==> src/core/clk_ctrl_defines.vh <==
`ifndef CLK_CTRL_DEFINES_VH
`define CLK_CTRL_DEFINES_VH
// ----------------------------------------------------------------
// register byte addresses (apb, one word each)
// ----------------------------------------------------------------
`define ADDR_OSC_CTRL   12'h000
`define ADDR_CLK_DIV    12'h004
`define ADDR_TRIM       12'h008
`define ADDR_STATUS     12'h00c
// ----------------------------------------------------------------
// unlock keys, divider reset value and settle count
// ----------------------------------------------------------------
`define KEY_HI_1        8'h78
`define KEY_HI_2        8'h9a
`define KEY_LO_1        8'h46
`define KEY_LO_2        8'h57
`define CLK_DIV_RESET   16'h0100
`define SETTLE_CYCLES   4'ha
// ----------------------------------------------------------------
// source encoding
// ----------------------------------------------------------------
`define SRC_FRC         3'h0
`define SRC_FRC_PLL     3'h1
`define SRC_PRI         3'h2
`define SRC_PRI_PLL     3'h3
`define SRC_SEC         3'h4
`define SRC_LOW_POWER_RC_OSC        3'h5
`define SRC_FRC_DIV     3'h7
`endif

==> src/core/clock_divider_and_switch_ctrl.v <==
// Implementation choices: the register offsets and the APB register port.
`include "clk_ctrl_defines.vh"
`default_nettype none
module clock_divider_and_switch_ctrl (
  input  wire        clk,
  input  wire        rstn,
  input  wire        psel,
  input  wire        penable,
  input  wire        pwrite,
  input  wire [11:0] paddr,
  input  wire [31:0] pwdata,
  input  wire [3:0]  pstrb,
  output reg  [31:0] prdata,
  output reg         pready,
  output reg         pslverr,
  input  wire        irq_event,
  input  wire        switch_disable_cfg,
  input  wire        switch_monitor_cfg,
  input  wire        low_power_rc_osc_needed,
  input  wire [2:0]  initial_source_cfg,
  input  wire [1:0]  primary_submode_cfg,
  input  wire [4:0]  osc_ready_raw,
  input  wire [4:0]  new_clk_edge_raw,
  input  wire        pll_lock_raw,
  input  wire        clock_fail_raw,
  output reg  [4:0]  osc_enable,
  output reg  [4:0]  clk_select,
  output reg  [7:0]  cpu_periph_ratio,
  output reg  [8:0]  fast_rc_postscale_div,
  output reg  [3:0]  usb_sys_clk_div,
  output reg  [5:0]  fast_rc_trim_value,
  output reg  [1:0]  primary_submode
);
  // oscillator one-hot index: 0 frc, 1 primary, 2 secondary, 3 low_power_rc_osc, 4 pll
  localparam ST_IDLE   = 2'h0;
  localparam ST_WAIT   = 2'h1;
  localparam ST_SETTLE = 2'h2;

  // ----------------------------------------------------------------
  // helper functions
  // ----------------------------------------------------------------
  // one-hot oscillator set needed by a source code
  function [4:0] osc_set;
    input [2:0] src;
    begin
      case (src)
        `SRC_FRC_PLL: osc_set = 5'h11;
        `SRC_PRI:     osc_set = 5'h02;
        `SRC_PRI_PLL: osc_set = 5'h12;
        `SRC_SEC:     osc_set = 5'h04;
        `SRC_LOW_POWER_RC_OSC:    osc_set = 5'h08;
        default:      osc_set = 5'h01;
      endcase
    end
  endfunction

  // oscillator whose clock drives the system when a source is chosen
  function [4:0] clk_of;
    input [2:0] src;
    begin
      case (src)
        `SRC_FRC_PLL, `SRC_PRI_PLL: clk_of = 5'h10;
        `SRC_PRI:  clk_of = 5'h02;
        `SRC_SEC:  clk_of = 5'h04;
        `SRC_LOW_POWER_RC_OSC: clk_of = 5'h08;
        default:   clk_of = 5'h01;
      endcase
    end
  endfunction

  function uses_pll;
    input [2:0] src;
    begin
      uses_pll = (src == `SRC_FRC_PLL) || (src == `SRC_PRI_PLL);
    end
  endfunction

  // ----------------------------------------------------------------
  // pin synchronisers: three flops, change counts when 2nd and 3rd agree
  // ----------------------------------------------------------------
  reg [11:0] s1_q, s2_q, s3_q;
  reg [11:0] sync_q;
  wire [11:0] raw_in = {clock_fail_raw, pll_lock_raw,
                        new_clk_edge_raw, osc_ready_raw};
  // filter on stages 2 and 3 only; stage 1 feeds stage 2 alone
  always @(posedge clk or negedge rstn) begin
    if (!rstn) begin
      s1_q   <= 12'h000;
      s2_q   <= 12'h000;
      s3_q   <= 12'h000;
      sync_q <= 12'h000;
    end else begin
      s1_q   <= raw_in;
      s2_q   <= s1_q;
      s3_q   <= s2_q;
      sync_q <= (s2_q & s3_q) | (sync_q & (s2_q | s3_q));
    end
  end
  wire [4:0] osc_ready  = sync_q[4:0];
  wire [4:0] edge_lvl   = sync_q[9:5];
  wire       pll_lock_s = sync_q[10];
  wire       fail_s     = sync_q[11];
  reg  [4:0] edge_prev_q;

  // ----------------------------------------------------------------
  // register state
  // ----------------------------------------------------------------
  reg        roi_q, ratio_apply_enable_q;
  reg [2:0]  doze_q, fast_rc_postscale_sel_q, current_source_sel_q, next_source_sel_q;
  reg [1:0]  usb_sys_clk_postscale_q;
  reg [5:0]  tun_q;
  reg        freeze_q, sec_en_q, switch_request_q, lock_q, cf_q;
  reg [1:0]  key_hi_q, key_lo_q;
  reg [1:0]  st_q;
  reg [3:0]  cnt_q;
  reg        cap_q;

  wire acc    = psel && penable;
  wire wr     = acc && pwrite;
  wire wr_osc = wr && (paddr == `ADDR_OSC_CTRL);
  wire wr_hi  = wr_osc && pstrb[1];
  wire wr_lo  = wr_osc && pstrb[0];
  wire [7:0] hi_b = pwdata[15:8];
  wire [7:0] lo_b = pwdata[7:0];
  // freeze only bites with the fail-safe monitor on
  wire sel_frozen = switch_monitor_cfg && freeze_q;
  // with switching off the current field shows the power-on source
  wire [2:0] cur_src = switch_disable_cfg ? initial_source_cfg :
                       current_source_sel_q;
  wire [4:0] tgt_clk = clk_of(next_source_sel_q);
  wire       tgt_rdy = ((osc_set(next_source_sel_q) & ~osc_ready) == 5'h00) &&
                       (!uses_pll(next_source_sel_q) || pll_lock_s);
  wire       new_edge = |(tgt_clk & edge_lvl & ~edge_prev_q);

  // ----------------------------------------------------------------
  // apb writes, unlock keys, switch sequencer
  // ----------------------------------------------------------------
  // the core is never stalled: the sequencer runs beside the bus
  always @(posedge clk or negedge rstn) begin
    if (!rstn) begin
      roi_q <= 1'b0; ratio_apply_enable_q <= 1'b0; doze_q <= 3'h0;
      fast_rc_postscale_sel_q <= 3'h1; usb_sys_clk_postscale_q <= 2'h0; tun_q <= 6'h00;
      current_source_sel_q <= 3'h0; next_source_sel_q <= 3'h0; cap_q <= 1'b1;
      freeze_q <= 1'b0; sec_en_q <= 1'b0; switch_request_q <= 1'b0;
      lock_q <= 1'b0; cf_q <= 1'b0;
      key_hi_q <= 2'h0; key_lo_q <= 2'h0;
      st_q <= ST_IDLE; cnt_q <= 4'h0; edge_prev_q <= 5'h00;
    end else begin
      edge_prev_q <= edge_lvl;
      // power-on source caught once after reset release
      if (cap_q) begin
        cap_q  <= 1'b0;
        current_source_sel_q <= initial_source_cfg;
        next_source_sel_q <= initial_source_cfg;
      end
      if (wr && paddr == `ADDR_CLK_DIV) begin
        if (pstrb[1]) begin
          roi_q <= pwdata[15]; doze_q <= pwdata[14:12];
          ratio_apply_enable_q <= pwdata[11]; fast_rc_postscale_sel_q <= pwdata[10:8];
        end
        if (pstrb[0])
          usb_sys_clk_postscale_q <= pwdata[7:6]; // bits 5-0 dropped
      end
      if (wr && paddr == `ADDR_TRIM && pstrb[0])
        tun_q <= pwdata[5:0];
      // interrupt recovery wins over a write in the same cycle
      if (roi_q && irq_event)
        ratio_apply_enable_q <= 1'b0;
      // high byte unlock: 78h, 9ah, then the data byte
      if (wr_hi) begin
        if (key_hi_q == 2'h2) begin
          if (!sel_frozen && !switch_disable_cfg)
            next_source_sel_q <= hi_b[2:0];
          key_hi_q <= 2'h0;
        end else if (hi_b == `KEY_HI_1)
          key_hi_q <= 2'h1;
        else if (key_hi_q == 2'h1 && hi_b == `KEY_HI_2)
          key_hi_q <= 2'h2;
        else
          key_hi_q <= 2'h0;
      end else if (wr)
        key_hi_q <= 2'h0;
      // low byte unlock: 46h, 57h, then the data byte
      if (wr_lo) begin
        if (key_lo_q == 2'h2) begin
          if (lo_b[7] && switch_monitor_cfg)
            freeze_q <= 1'b1; // set only
          sec_en_q <= lo_b[1];
          if (!lo_b[3])
            cf_q <= 1'b0; // clear only
          if (lo_b[0] && !switch_disable_cfg && !sel_frozen)
            switch_request_q <= 1'b1;
          key_lo_q <= 2'h0;
        end else if (lo_b == `KEY_LO_1)
          key_lo_q <= 2'h1;
        else if (key_lo_q == 2'h1 && lo_b == `KEY_LO_2)
          key_lo_q <= 2'h2;
        else
          key_lo_q <= 2'h0;
      end else if (wr)
        key_lo_q <= 2'h0;
      // lock follows the pll only in pll modes
      if (st_q == ST_IDLE)
        lock_q <= uses_pll(current_source_sel_q) && pll_lock_s;
      if (fail_s)
        cf_q <= 1'b1; // hardware set wins over clear
      case (st_q)
        ST_IDLE: begin
          if (switch_request_q) begin
            if (next_source_sel_q == current_source_sel_q)
              switch_request_q <= 1'b0;
            else begin
              lock_q <= 1'b0;
              cf_q   <= fail_s;
              st_q   <= ST_WAIT;
            end
          end
        end
        ST_WAIT: begin
          lock_q <= uses_pll(next_source_sel_q) && pll_lock_s;
          if (tgt_rdy) begin
            cnt_q <= 4'h0;
            st_q  <= ST_SETTLE;
          end
        end
        ST_SETTLE: begin
          if (new_edge) begin
            if (cnt_q == `SETTLE_CYCLES - 4'h1) begin
              current_source_sel_q  <= next_source_sel_q;
              switch_request_q <= 1'b0;
              st_q    <= ST_IDLE;
            end else
              cnt_q <= cnt_q + 4'h1;
          end
        end
        default: st_q <= ST_IDLE;
      endcase
      if (switch_disable_cfg)
        switch_request_q <= 1'b0;
    end
  end

  // ----------------------------------------------------------------
  // apb read data and handshake: zero wait states
  // ----------------------------------------------------------------
  always @(posedge clk or negedge rstn) begin
    if (!rstn) begin
      prdata <= 32'h00000000; pready <= 1'b0; pslverr <= 1'b0;
    end else begin
      pready  <= psel && !penable;
      pslverr <= 1'b0;
      prdata  <= 32'h00000000;
      if (psel && !penable) begin
        pslverr <= paddr > `ADDR_STATUS || paddr[1:0] != 2'h0;
        case (paddr)
          `ADDR_OSC_CTRL: prdata <= {17'h0, cur_src, 1'b0, next_source_sel_q,
                                     freeze_q, 1'b0, lock_q, 1'b0, cf_q,
                                     1'b0, sec_en_q, switch_request_q};
          `ADDR_CLK_DIV:  prdata <= {16'h0, roi_q, doze_q, ratio_apply_enable_q,
                                     fast_rc_postscale_sel_q, usb_sys_clk_postscale_q, 6'h00};
          `ADDR_TRIM:     prdata <= {26'h0, tun_q};
          `ADDR_STATUS:   prdata <= {24'h0, 2'h0, st_q, cnt_q};
          default:        prdata <= 32'h00000000;
        endcase
      end
    end
  end

  // ----------------------------------------------------------------
  // clock outputs
  // ----------------------------------------------------------------
  // a switch request moves select only after settling on the new clock, so the glitch-
  // free mux downstream sees a single clean one-hot change
  always @(posedge clk or negedge rstn) begin
    if (!rstn) begin
      osc_enable <= 5'h01; clk_select <= 5'h01;
      cpu_periph_ratio <= 8'h01; fast_rc_postscale_div <= 9'h002;
      usb_sys_clk_div <= 4'h1; fast_rc_trim_value <= 6'h00;
      primary_submode <= 2'h0;
    end else begin
      clk_select <= clk_of(cur_src);
      // old source dropped once current moves, keepers retained
      osc_enable <= osc_set(cur_src) |
                    ((st_q != ST_IDLE) ? osc_set(next_source_sel_q) : 5'h00) |
                    {1'b0, low_power_rc_osc_needed, sec_en_q, 2'b00};
      cpu_periph_ratio <= ratio_apply_enable_q ? (8'h01 << doze_q) : 8'h01;
      fast_rc_postscale_div <= (fast_rc_postscale_sel_q == 3'h7) ? 9'h100 :
                               (9'h001 << fast_rc_postscale_sel_q);
      usb_sys_clk_div <= 4'h1 << usb_sys_clk_postscale_q;
      fast_rc_trim_value <= tun_q;
      primary_submode <= primary_submode_cfg;
    end
  end
endmodule
`default_nettype wire

==> config.mk <==
export PLATFORM = sky130hd
export DESIGN_NAME = clock_divider_and_switch_ctrl
export DESIGN_NICKNAME = d
export VERILOG_FILES = /design/src/core/clock_divider_and_switch_ctrl.v
export VERILOG_INCLUDE_DIRS = /design/src /design/src/core
export SDC_FILE = /design/constraint.sdc
export NUM_CORES = 1
export LEC_CHECK = 0
export BUFFER_PORTS_ARGS = -buffer_cell sky130_fd_sc_hd__buf_2
export CORE_MARGIN = 2
export CORE_UTILIZATION = 45
export CTS_BUF_LIST = sky130_fd_sc_hd__clkbuf_4 sky130_fd_sc_hd__clkbuf_8 sky130_fd_sc_hd__clkbuf_16
export CTS_CLUSTER_DIAMETER = 80
export DETAILED_ROUTE_END_ITERATION = 10
export PLACE_DENSITY = 0.78
export SKIP_LAST_GASP = 1
export SYNTH_ARGS = -nofsm -noshare
export SYNTH_HDL_FRONTEND = slang
export SYNTH_SLANG_ARGS = --single-unit
==> constraint.sdc <==
create_clock -name clk -period 4.8 [get_ports clk]
set_clock_uncertainty 0.15 [all_clocks]
set_input_delay 0.48 -clock clk [delete_from_list [all_inputs] [get_ports clk]]
set_output_delay 0.48 -clock clk [all_outputs]
set_load 0.02 [all_outputs]
==> reports/metrics.csv <==
metric,value,unit
async_flop_share,100,%
maxSlewHeadroom,41.3,%
remaining_drc_errors,0,
layout_common_cells,"dfrtp_1, buf_2, nor2_1",
reg2reg_depth,5,
synth_flop_cell,dfrtp_1,
vias_per_cell,4.99,
die_w,115,um
post_cts_resized,0,
path_class,register to register,
antenna_cells,0,
area_growth,24.9,%
drtPass1Iterations,4,
ys_seq_area_share,66.1,%
drive_gt1_share,32.5,%
post_dp_cell_area,6230,um2
vias,3670,
setup_viol,0,
fp.dieH,115,um
run_status,finished clean,
r2r_slack,2.50,ns
cp.required,4.95,ns
grt_use_met1,20.7,%
ios,147,
ys_warn_count,0,
layout_commonest_cell,dfrtp_1,
cts_tree,yes,
hold_viol_final,0,
worst_pin_slew,0.881,ns
clockRootBuffer,clkbuf_16,
syn_avg_cell_area,13.2,um2
grt_pass1_wl,17600,um
crit_slowest_cell,dfrtp_1,
final_max_slew_viol_count,0,
crit_chain,"or3_1, a21oi_1, nor4_4, nor3_4, mux2_1",
power.total,2.82,mW
seqCellArea,3690,um2
cp_num_cells,5,
grt_max_degree,102,
ir_drop,0.198,mV
worstSkewPairLatency,0.42,ns
grt_usage,17.5,%
fin_tns_setup,0,ns
p_leak,3.44,nW
finalNetCount,630,
synth_cell_type_count,57,
timing.rr.end,current_source_sel_q[2],
max_stage_delay,0.59,ns
swShare,22.6,%
worst_slack,2.50,ns
min_period,2.30,ns
drt-wirelength-per-cell,14.9,um
intPower,2.18,mW
maxCapViolations,0,
p_seq_share,46.8,%
synth_cells,423,
grt_pass1_vias,3752,
overflow,0,
ys_ff_latch,147,
n_fill_cell,975,
core-area,12100,um2
crit_path_end_kind,register,
fp-row-count,40,
fin_crit_sh,47.8,%
power_frac_comb,6.2,%
post_cts_buffers,0,
dp_hpwl,7700,um
design_area,6960,um2
syn_area,5580,um2
routabilityCongestion,0.836,
p_per_area,405,nW/um2
grt.met3_usage,5.32,%
top_usage_layer,met2,
cts_buffer_depth,2,
start_util,46.2,%
timing.fmax,0.435,GHz
numPortBuffers,111,
power_frac_clock,47.0,%
drtIter0Drc,147,
multiInputGateArea,1740,um2
die_area,13300,um2
clk_pin_slew_worst_paths,0.06,ns
worstPathArrival,2.45,ns
grtUsageMet2,28.1,%
cts_sinks,147,
cts-buffers-inserted,17,
cp-start-kind,register,
place_ws,2.29,ns
worstHoldPathType,input pin to asynchronous set/reset pin,
switching_power,0.637,mW
crit_fanout,16,
postRouteAntennaNets,0,
antenna_found_initial,0,
wl,10900,um
cts-htree-levels,4,
rsz0062_at_grt,false,
synth_edf_count,0,
critPathTopFamily,simple AND/OR/NAND/NOR gates,
path_buf_inv,0,
reg2reg_from,next_source_sel_q[2],
[logic make-up (layout without fill, tap and decap cells)]
logic type	Yosys count	after routing	share of synthesized area [%]
flip-flops	147	147	66.1
AND/OR/NAND/NOR	137	137	14.1
AO/OA/AOI/OAI	47	47	5.61
multiplexers	37	37	7.22
XOR/XNOR	3	3	0.471
other	1	18	0.0672
adder cells (fa/ha/maj)	14	14	2.60
buffers and inverters	37	164	3.84
[metrics by stage]
step / hold WS [ns] / instances / util, %
floorplan: 0.0344 / 440 / -
detailed placement: 0.185 / 690 / 51.7
finish: 0.00494 / 735 / 57.7
global placement: 0.185 / 690 / 51.7
global route: 0.00596 / 735 / 57.7
CTS: 0.00202 / 735 / 57.7
[final cells by class]
type	instances	area share (%)
sequential	147	52.9
multi-input combinational	256	25.0
timing repair buffer	125	10.0
clock buffer	18	6.31
tap	168	3.02
clock inverter	14	2.32
inverter	7	0.377
[power groups by stage]
stage | Sequential (mW) | Combinational (mW) | Clock (mW)
2_1_floorplan | 1.34 | 0.0975 | 0
3_3_place_gp | 1.34 | 0.163 | 0
3_5_place_dp | 1.34 | 0.166 | 0
4_1_cts | 1.32 | 0.175 | 1.35
5_1_grt | 1.33 | 0.192 | 1.41
6_report | 1.32 | 0.174 | 1.32
[sequential cells by signal, indices dropped and copies added, names as in the netlist, 3 cells and up]
register and count:
clk_select 5, cnt_q 4, cpu_periph_ratio 8, current_source_sel_q 3, doze_q 3, edge_prev_q 5, fast_rc_postscale_div 8, fast_rc_postscale_sel_q 3
fast_rc_trim_value 6, next_source_sel_q 3, osc_enable 5, prdata 16, s1_q 12, s2_q 12, s3_q 12, sync_q 12
tun_q 6, usb_sys_clk_div 4
[synthesized netlist by cell type, types with 7 or more instances]
master	number	share of area, %
dfrtp_1	140	63
nor2_1	34	2.3
mux2_2	23	4.6
nand2_1	22	1.5
buf_4	17	2.3
o21ai_0	13	1.2
maj3_1	12	2.2
mux2i_1	11	2.0
nand3_1	11	0.99
nand2b_1	10	1.1
a21oi_1	9	0.81
clkbuf_1	8	0.54
nor2b_1	8	0.90
nor3_1	8	0.72
dfstp_2	7	3.3
[metal layers]
metal	routed length (um)	share of wire, %	vias up
li1	-	-	1710
met2	5450	50	130
met3	627	5.7	36
met5	0	0	-
met4	421	3.8	0
met1	4450	41	1794
[what timing repair did]
item                                   in CTS  in global routing
hold buffers                               13                  0
endpoints found under the hold margin      13                  0
setup endpoints to repair                   0                  0
[how the worst max path moves through the flow]
stage / startpoint / to / slack, ns
2_1_floorplan: paddr[9] / tun_q[0] / 2.77
3_3_place_gp: paddr[2] / sec_en_q / 2.39
3_5_place_dp: paddr[2] / sec_en_q / 2.29
4_1_cts: next_source_sel_q[2] / current_source_sel_q[2] / 2.52
5_1_grt: next_source_sel_q[2] / current_source_sel_q[1] / 2.39
6_report: next_source_sel_q[2] / current_source_sel_q[2] / 2.50
Note: power is estimated with default switching activity, not from simulation.
